$ cat src/design/reia_pkg.sv
// Package of constants and types for the radio event interrupt aggregator.
`default_nettype none
package reia_pkg;

  localparam int unsigned REIA_SUB_COUNT = 8;
  localparam int unsigned REIA_DIAG_WIDTH = 8;
  localparam int unsigned REIA_LINE_COUNT = 9;

  // Bit positions of the link-layer sub-sources.
  localparam int unsigned REIA_FINE_BIT = 0;
  localparam int unsigned REIA_GROSS_BIT = 1;
  localparam int unsigned REIA_TICK_BIT = 2;
  localparam int unsigned REIA_SLEEP_BIT = 3;
  localparam int unsigned REIA_RECEIVE_BIT = 4;
  localparam int unsigned REIA_EVENT_BIT = 5;
  localparam int unsigned REIA_CIPHER_BIT = 6;
  localparam int unsigned REIA_SOFT_BIT = 7;

  // Processor interrupt line numbers.
  localparam int unsigned REIA_LINE_RADIO = 1;
  localparam int unsigned REIA_LINE_SERIAL_ONE = 2;
  localparam int unsigned REIA_LINE_SERIAL_TWO = 3;
  localparam int unsigned REIA_LINE_TWO_WIRE = 4;
  localparam int unsigned REIA_LINE_SYNC_SERIAL = 5;
  localparam int unsigned REIA_LINE_CONVERTER = 6;
  localparam int unsigned REIA_LINE_KEY_SCANNER = 7;
  localparam int unsigned REIA_LINE_DIAG = 8;

  // Base time reference and its derived tick counts.
  localparam int unsigned REIA_CLK_FREQ_HZ = 125000000;
  localparam int unsigned REIA_BASE_TIME_US = 625;
  localparam int unsigned REIA_BASE_CYCLES = REIA_CLK_FREQ_HZ / 1000000 * REIA_BASE_TIME_US;
  localparam int unsigned REIA_GROSS_UNITS = 16;
  localparam int unsigned REIA_TIMER_WIDTH = 16;

  localparam logic [REIA_SUB_COUNT-1:0] REIA_PENDING_RESET = 8'h00;
  localparam logic [REIA_SUB_COUNT-1:0] REIA_ENABLE_RESET = 8'h00;
  localparam logic [REIA_DIAG_WIDTH-1:0] REIA_DIAG_SELECT_RESET = 8'h00;

  typedef enum logic [1:0] {
    REIA_ST_SLEEP = 2'b01,
    REIA_ST_ACTIVE = 2'b10
  } reia_mode_t;

  // Completion pulses from the link-layer engines.
  typedef struct packed {
    logic packet_received;
    logic event_finished;
    logic cipher_block_done;
    logic cipher_ccm_done;
    logic software_request;
  } reia_engine_events_t;

  // Loads of the target timers, fine in base time units, gross in 16-unit steps.
  typedef struct packed {
    logic fine_load;
    logic [REIA_TIMER_WIDTH-1:0] fine_units;
    logic gross_load;
    logic [REIA_TIMER_WIDTH-1:0] gross_units;
  } reia_timer_cmd_t;

  // Peripheral interrupt levels, lines 2 to 7.
  typedef struct packed {
    logic serial_port_one_irq;
    logic serial_port_two_irq;
    logic two_wire_bus_irq;
    logic sync_serial_irq;
    logic converter_irq;
    logic key_scanner_irq;
  } reia_periph_irq_t;

endpackage
`default_nettype wire

$ cat src/design/reia_target_timer.sv
// Down-counting target timer that expires after a loaded number of time units.
`default_nettype none
module reia_target_timer
  import reia_pkg::*;
(
  input wire logic clk,
  input wire logic reset_n,
  input wire logic unit_tick,
  input wire logic load,
  input wire logic [REIA_TIMER_WIDTH-1:0] units,
  output logic expired
);

  logic [REIA_TIMER_WIDTH-1:0] remaining;
  logic armed;
  wire last_unit = armed && unit_tick && (remaining == 16'h0001);

  always_ff @(posedge clk or negedge reset_n) begin
    if (!reset_n) begin
      remaining <= '0;
      armed <= 1'b0;
      expired <= 1'b0;
    end else begin
      expired <= last_unit;
      if (load) begin
        remaining <= units;
        armed <= (units != 16'h0000);
      end else if (armed && unit_tick) begin
        remaining <= remaining - 16'h0001;
        armed <= !last_unit;
      end
    end
  end

endmodule
`default_nettype wire

$ cat src/design/reia_aggregator.sv
// Top of the radio event interrupt aggregator.
`default_nettype none
////////////////////////////////////////////////////////////////////////////////
// Function
// - Fine target timer interrupt fires on expiry; counts in 625 us units.
// - Gross target timer interrupt fires on expiry; counts in 16 x 625 us units.
// - Base-time tick interrupt every 625 us, only while active, never in sleep.
// - End-of-sleep interrupt when the radio logic leaves sleep.
// - Receive interrupt once at the end of every received packet.
// - Event-end interrupt when an advertising, scanning or connection event ends.
// - Cipher interrupt when block cipher and/or CCM processing completes.
// - Software-triggered interrupt for each software request.
// - Line 8 shows diagnostic events chosen by a select input; debug only.
// - All link-layer sub-sources combine onto general radio line 1.
module reia_aggregator
  import reia_pkg::*;
(
  input wire logic clk,
  input wire logic reset_n,
  input wire logic sleep_request,
  input wire logic wake_request,
  input wire reia_pkg::reia_engine_events_t engine_events,
  input wire reia_pkg::reia_timer_cmd_t timer_cmd,
  input wire logic [REIA_SUB_COUNT-1:0] sub_enable,
  input wire logic [REIA_SUB_COUNT-1:0] pending_clear,
  input wire reia_pkg::reia_periph_irq_t periph_irq,
  input wire logic [REIA_DIAG_WIDTH-1:0] diag_events,
  input wire logic [REIA_DIAG_WIDTH-1:0] diagnostic_event_select,
  output logic [REIA_SUB_COUNT-1:0] sub_pending,
  output logic radio_active,
  output logic [REIA_LINE_COUNT-1:0] nvic_irq
);
  import reia_pkg::*;

  ////////////////////////////////////////////////////////////////////////////////
  // Sleep and active mode.

  reia_mode_t mode;
  reia_mode_t next_mode;
  logic sleep_exit;

  always_comb begin
    next_mode = mode;
    unique case (mode)
      REIA_ST_SLEEP: begin
        if (wake_request) begin
          next_mode = REIA_ST_ACTIVE;
        end
      end
      REIA_ST_ACTIVE: begin
        if (sleep_request) begin
          next_mode = REIA_ST_SLEEP;
        end
      end
      default: begin
        next_mode = REIA_ST_ACTIVE;
      end
    endcase
  end

  wire leaving_sleep = (mode == REIA_ST_SLEEP) && (next_mode == REIA_ST_ACTIVE);
  wire is_active = (mode == REIA_ST_ACTIVE);

  always_ff @(posedge clk or negedge reset_n) begin
    if (!reset_n) begin
      mode <= REIA_ST_ACTIVE;
      sleep_exit <= 1'b0;
    end else begin
      mode <= next_mode;
      sleep_exit <= leaving_sleep;
    end
  end

  ////////////////////////////////////////////////////////////////////////////////
  // Base time reference dividers.

  logic [16:0] base_count;
  logic [3:0] gross_count;
  logic base_tick;
  wire base_wrap = (base_count == 17'(REIA_BASE_CYCLES - 1));
  wire gross_wrap = base_wrap && (gross_count == 4'(REIA_GROSS_UNITS - 1));

  always_ff @(posedge clk or negedge reset_n) begin
    if (!reset_n) begin
      base_count <= '0;
      gross_count <= '0;
      base_tick <= 1'b0;
    end else begin
      base_count <= base_wrap ? 17'h00000 : base_count + 17'h00001;
      if (base_wrap) begin
        gross_count <= gross_count + 4'h1;
      end
      base_tick <= base_wrap && is_active;
    end
  end

  ////////////////////////////////////////////////////////////////////////////////
  // Target timers.

  logic fine_expired;
  logic gross_expired;

  reia_target_timer u_fine_timer (
    .clk(clk),
    .reset_n(reset_n),
    .unit_tick(base_wrap),
    .load(timer_cmd.fine_load),
    .units(timer_cmd.fine_units),
    .expired(fine_expired)
  );

  reia_target_timer u_gross_timer (
    .clk(clk),
    .reset_n(reset_n),
    .unit_tick(gross_wrap),
    .load(timer_cmd.gross_load),
    .units(timer_cmd.gross_units),
    .expired(gross_expired)
  );

  ////////////////////////////////////////////////////////////////////////////////
  // Sticky pending bits; a set in the clear cycle wins.

  logic [REIA_SUB_COUNT-1:0] sub_set;
  assign sub_set[REIA_FINE_BIT] = fine_expired;
  assign sub_set[REIA_GROSS_BIT] = gross_expired;
  assign sub_set[REIA_TICK_BIT] = base_tick;
  assign sub_set[REIA_SLEEP_BIT] = sleep_exit;
  assign sub_set[REIA_RECEIVE_BIT] = engine_events.packet_received;
  assign sub_set[REIA_EVENT_BIT] = engine_events.event_finished;
  assign sub_set[REIA_CIPHER_BIT] = engine_events.cipher_block_done | engine_events.cipher_ccm_done;
  assign sub_set[REIA_SOFT_BIT] = engine_events.software_request;

  wire [REIA_SUB_COUNT-1:0] next_pending = sub_set | (sub_pending & ~pending_clear);
  wire radio_any = |(next_pending & sub_enable);
  wire diag_any = |(diag_events & diagnostic_event_select);

  ////////////////////////////////////////////////////////////////////////////////
  // Processor interrupt lines.

  wire [REIA_LINE_COUNT-1:0] next_lines = {
    diag_any,
    periph_irq.key_scanner_irq,
    periph_irq.converter_irq,
    periph_irq.sync_serial_irq,
    periph_irq.two_wire_bus_irq,
    periph_irq.serial_port_two_irq,
    periph_irq.serial_port_one_irq,
    radio_any,
    1'b0
  };

  always_ff @(posedge clk or negedge reset_n) begin
    if (!reset_n) begin
      sub_pending <= REIA_PENDING_RESET;
      nvic_irq <= '0;
      radio_active <= 1'b1;
    end else begin
      sub_pending <= next_pending;
      nvic_irq <= next_lines;
      radio_active <= (next_mode == REIA_ST_ACTIVE);
    end
  end

endmodule
`default_nettype wire

$ cat config.mk
export PLATFORM = sky130hd
export DESIGN_NAME = reia_aggregator
export DESIGN_NICKNAME = d
export VERILOG_FILES = /design/src/design/reia_pkg.sv /design/src/design/reia_target_timer.sv /design/src/design/reia_aggregator.sv
export SDC_FILE = /design/constraint.sdc
export NUM_CORES = 1
export LEC_CHECK = 0
export BUFFER_PORTS_ARGS = -buffer_cell sky130_fd_sc_hd__clkbuf_2
export CORE_ASPECT_RATIO = 1.25
export CORE_MARGIN = 1
export CORE_UTILIZATION = 40
export DETAILED_ROUTE_END_ITERATION = 16
export HOLD_SLACK_MARGIN = 0.05
export PLACE_DENSITY = 0.74
export SLEW_MARGIN = 30
export SYNTH_ARGS = -nofsm -noshare
export SYNTH_HDL_FRONTEND = slang
export SYNTH_SLANG_ARGS = --single-unit
$ cat constraint.sdc
create_clock -name clk -period 2.4 [get_ports clk]
set_input_delay 0 -clock clk [delete_from_list [all_inputs] [get_ports clk]]
set_output_delay 0 -clock clk [all_outputs]
set_load 0.05 [all_outputs]
== Yosys cells after proc, flatten, opt, wreduce, memory -nomap -nowiden ==
Cells that the tools add are included.

* Bits in registers: 78
* Latch bits: 0
* RAM bits: 0
* Memory bits (read-only): 0
* Bits of input ports: 81
* Output and inout bits: 18
* Memories kept: 0

* $add $sub $neg: 4
* Multiply operators: 0
* Divide/modulo/power cells: 0
* Order comparisons: 0
* Equal/unequal tests: 7
* Shifts and indexed selects: 0
* Mux-type cells: 12
* Bitwise logic cells: 6
* Reductions and logical operators: 15

{| class="wikitable"
|+ Operators by type and width
! operator !! number
|-
| two-way mux 16 bit || 4
|-
| == test 16 x 1 -> 1 bit (second input constant) || 2
|-
| nonzero test 16 bit || 2
|-
| subtractor 16 x 1 -> 16 bit (second input constant) || 2
|-
| AND 8 bit || 3
|-
| adder 17 x 1 -> 17 bit (second input constant) || 1
|-
| == test 17 bit (second input constant) || 1
|-
| two-way mux 17 bit || 1
|-
| OR reduction 8 bit || 2
|-
| NOT 8 bit || 1
|-
| bitwise OR 8 bit || 1
|-
| logical AND 1 bit || 7
|-
| adder 4 x 1 -> 4 bit (second input constant) || 1
|-
| == test 2 bit (second input constant) || 2
|-
| == test 4 bit (second input constant) || 1
|-
| two-way mux 1 bit || 4
|-
| two-way mux 2 bit || 2
|-
| one-hot mux 2 bit (2 select lines) || 1
|-
| nonzero test 2 bit || 2
|-
| == test 2 x 1 -> 1 bit (second input constant) || 1
|-
| zero test 1 bit || 2
|-
| bitwise OR 1 bit || 1
|}

== Longest topological paths before layout ==
* Depth after elaboration: 7
* Depth in mapped cells: 8

== Hierarchy ==
From an unflattened synthesis, not the netlist that was laid out.

* Cells, all modules: 385
* Area, all modules: 3,903.7 um^2

{| class="wikitable"
|+ By module, submodules not included
! module !! times used !! cells an instance !! area each (um^2) !! seq. area each (um^2)
|-
| reia_target_timer || 2 || 113 || 1,033.5 || 450.4
|-
| reia_aggregator || 1 || 159 || 1,836.8 || 1,053.5
|}

== Worst setup path before layout ==
Ideal clock, no wire load.

* Kind: register to register
* Start point: register u_fine_timer.remaining[10]
* End point: register u_fine_timer.remaining[14]
* Library setup time: 120 ps
* Arrival: 2,211 ps
* Required time: 2,280 ps
* Path slack: 69 ps
* Cell stages (with the launch flop): 6
* Buffers on the path: 1
* Cells stage by stage: dfrtp_1 or4_4 or4_1 clkbuf_2 or4_1 a31o_1

* Cells in the longest elaborated chain, start to end: 3

{| class="wikitable"
|+ RTL lines
! what !! line !! RTL
|-
| from (decl) || reia_target_timer.sv:14 || <nowiki>logic [REIA_TIMER_WIDTH-1:0] remaining;</nowiki>
|-
| from (signal assigned) || reia_target_timer.sv:26 || <nowiki>remaining <= units;</nowiki>
|-
| from (signal assigned) || reia_target_timer.sv:29 || <nowiki>remaining <= remaining - 16'h0001;</nowiki>
|-
| subtractor 16 x 1 -> 16 bit || reia_target_timer.sv:29 ||
|-
| two-way mux 16 bit || reia_target_timer.sv:28 || <nowiki>end else if (armed && unit_tick) begin</nowiki>
|-
| two-way mux 16 bit || reia_target_timer.sv:25 || <nowiki>if (load) begin</nowiki>
|}

No other way between the ends. The select of a mux whose other input is x is not followed.
A chain may end at the register's enable or synchronous reset.

== Worst setup path after layout ==
Same ends and word-level chain as after synthesis.

==> impl_metrics.json <==
{
  "vias": 4170,
  "drt_iter0_drc": 232,
  "area_growth_pct": 39.9,
  "clk_pin_slew_ps": 60,
  "syn_inst": 424,
  "grt.met1_usage": 0.250,
  "cts-root-buf": "clkbuf_16",
  "final_cell_area_um2": 5740,
  "fill_cells": 846,
  "grt_setup_unrepaired": "no",
  "maxCapViolCount": 0,
  "cellPowerDensity_nw_per_um2": 594,
  "grt_first_pass_wirelength_um": 19400,
  "clock_sinks": 78,
  "drive_above_1_share": 0.247,
  "use_met2": 0.433,
  "insertedDiodeCount": 0,
  "wire_per_inst_um": 16.8,
  "synthDistinctLibCells": 56,
  "violations": "hold timing",
  "synth_ff_type": "dfrtp_1",
  "maxSlewHeadroom": 0.387,
  "cts_buffer_depth": 2,
  "gr-usage-met3": 0.0463,
  "synthAdderAreaFrac": 0.0274,
  "period_share": 0.969,
  "synth_top_cell_by_area": "dfrtp_1",
  "synth-compound-area-share": 0.153,
  "viasPerCell": 5.72,
  "dpl.cell_count": 647,
  "gr-usage-all-layers": 0.235,
  "syn_nets": 514,
  "synth_area_um2": 4100,
  "die_h_um": 115,
  "synth_area_per_cell_um2": 9.68,
  "detail-route-antenna-nets": 0,
  "place_area_um2": 4800,
  "fin_total_pwr_mw": 3.41,
  "gp_congestion": 0.858,
  "fmax_ghz": 0.430,
  "post-route-util": 0.585,
  "hp-class": "in2reg",
  "setup_ws_ps": 74.0,
  "cts_tree": "built",
  "port-buffer-count": 97,
  "cts-htree-levels": 3,
  "tightest_slew_ps": 919,
  "final-hold-violation-count": 1,
  "drtPass1Iterations": 5,
  "async_flop_share": 1.00,
  "cp_max_fo": 5,
  "synth_edf_count": 0,
  "critPathLaunchType": "flip-flop",
  "yosysSeqAreaShare": 0.476,
  "period_needed_ps": 2330,
  "status": "finished, violations left",
  "top_usage_layer": "met2",
  "layout_common_cells": "clkbuf_2 (96), dfrtp_1 (76), dlygate4sd3_1 (66)",
  "drc": 0,
  "antenna_found_initial": 0,
  "tns_ps": 0,
  "post_cts_buffers": 0,
  "wl_um": 12200,
  "cp.required_ps": 2630,
  "post-dp-hpwl_um": 7570,
  "synth_top_family_by_area": "simple AND/OR/NAND/NOR gates",
  "die_x_um": 92.6,
  "synth_xor_area_frac": 0.0363,
  "io_pins": 99,
  "mostFrequentLayoutCell": "clkbuf_2",
  "die_area_um2": 10700,
  "yosys.area_share.simple": 0.261,
  "grt_start_max_net_pins": 79,
  "clk_latency_ps": 340,
  "path_class": "reg2reg",
  "maxSlewViolCount": 0,
  "setup_violations": 0,
  "hold_ws_ps": -0.0802,
  "dpl_worst_slack_ps": 33.7,
  "start_util": 0.418,
  "regArea_um2": 1950,
  "r2r_slack_ps": 70,
  "synth.area.top_cells": "dfrtp_1 (46%), nor2_1 (4.2%), a31oi_1 (4.0%), o31ai_1 (3.7%), or4_1 (3.7%)",
  "gr-total-overflow": 0,
  "synthMuxAreaShare": 0.00244,
  "core-area_um2": 9810,
  "synth_top_area_frac": 0.464,
  "p_leak_nw": 2.55,
  "rows": 40,
  "vdd_ir_drop_max_mv": 0.337,
  "multi_input_area_um2": 1980,
  "grt_pass1_vias": 4196,
  "final_cells": 729,
  "cp-end-kind": "flip-flop",
  "synth-warning-count": 0,
  "clock_skew_ps": 11.3,
  "critPathArrivalTime_ps": 2560,
  "ys_ff_latch": 78,
  "cts_buffers": 9,
  "final_net_count": 688
}
[cell families (layout without fill, tap and decap cells)]
group                      Yosys count  in the layout
xor gates and xnor gates            17             17
and+or+nand+nor                    188            188
other                                1              1
adders and majority gates            9              9
buffers and inverters               41            220
DFF                                 78             78
AOI/OAI and AO/OA                   89             89
muxes                                1              1
[path summary, 6_finish.rpt]
kind | end | start | depth (start not counted)
worst min register to register | sub_pending[2] | base_tick | 1
worst max register to register | u_fine_timer.remaining[14] | u_fine_timer.remaining[10] | 4
max in group asynchronous | gross_count[0] | reset_n | 2
worst max-delay path | u_fine_timer.remaining[14] | u_fine_timer.remaining[10] | 4
min in group asynchronous | u_fine_timer.remaining[7] | reset_n | 2
worst min-delay path | nvic_irq[1] | sub_enable[6] | 3
[routing by layer]
layer,vias to the layer above,part of all wire
li1,1955,-
met1,2001,0.38
met2,167,0.53
met3,47,0.043
met4,0,0.044
met5,-,0
[what timing repair did]
action | in CTS | in global routing
hold endpoints to repair | 125 | 1
endpoints found under the setup margin | 0 | 2
hold buffers | 62 | 5
gates resized for setup | 0 | 1
[flip-flops by register name, summed over array words and instances, names as in the netlist, 2 cells and up]
name,cells
base_count,17
gross_count,4
mode,2
nvic_irq,8
sub_pending,8
u_fine_timer.remaining,16
u_gross_timer.remaining,16
[layout make-up]
| type | instances | area share |
|---|---|---|
| clock buffer | 11 | 0.0423 |
| tap | 126 | 0.0275 |
| clock inverter | 5 | 0.00589 |
| multi-input combinational | 305 | 0.345 |
| inverter | 24 | 0.0157 |
| timing repair buffer | 180 | 0.223 |
| sequential | 78 | 0.341 |
[power by group]
part	internal [mW]	switching [mW]
logic	0.273	0.345
registers	1.42	0.0836
clock network	0.729	0.556
[worst max-delay path, stage by stage (launching register included)]
cell and delay (ps):
dfrtp_1 390, or4_4 550, or4_4 530, or4_1 530, a31o_1 230
[Yosys cell counts, types with 2 or more instances]
library cell and n:
nor4b_1 2, xnor2_1 13, a22oi_1 5, nand2_1 18
clkbuf_1 11, a22o_1 4, nand3_1 15, o21ai_0 10
a21oi_1 4, o41ai_1 2, dfrtp_1 76, or4_1 20
a221o_1 2, and4_1 3, clkbuf_2 2, or4_2 2
ha_1 9, nor2b_1 2, nand4b_1 5, a31oi_1 26
nor3b_1 2, xor2_1 4, inv_1 24, buf_4 2
and3_1 4, or3_1 10, dfstp_2 2, a21o_1 7
or2_2 7, nand2b_1 3, o31ai_1 20, nor4_1 13
nor2_1 46, nor4b_2 2, nor3_1 12, nand4_1 14
and2_1 2
(Power assumes the default switching activity.)
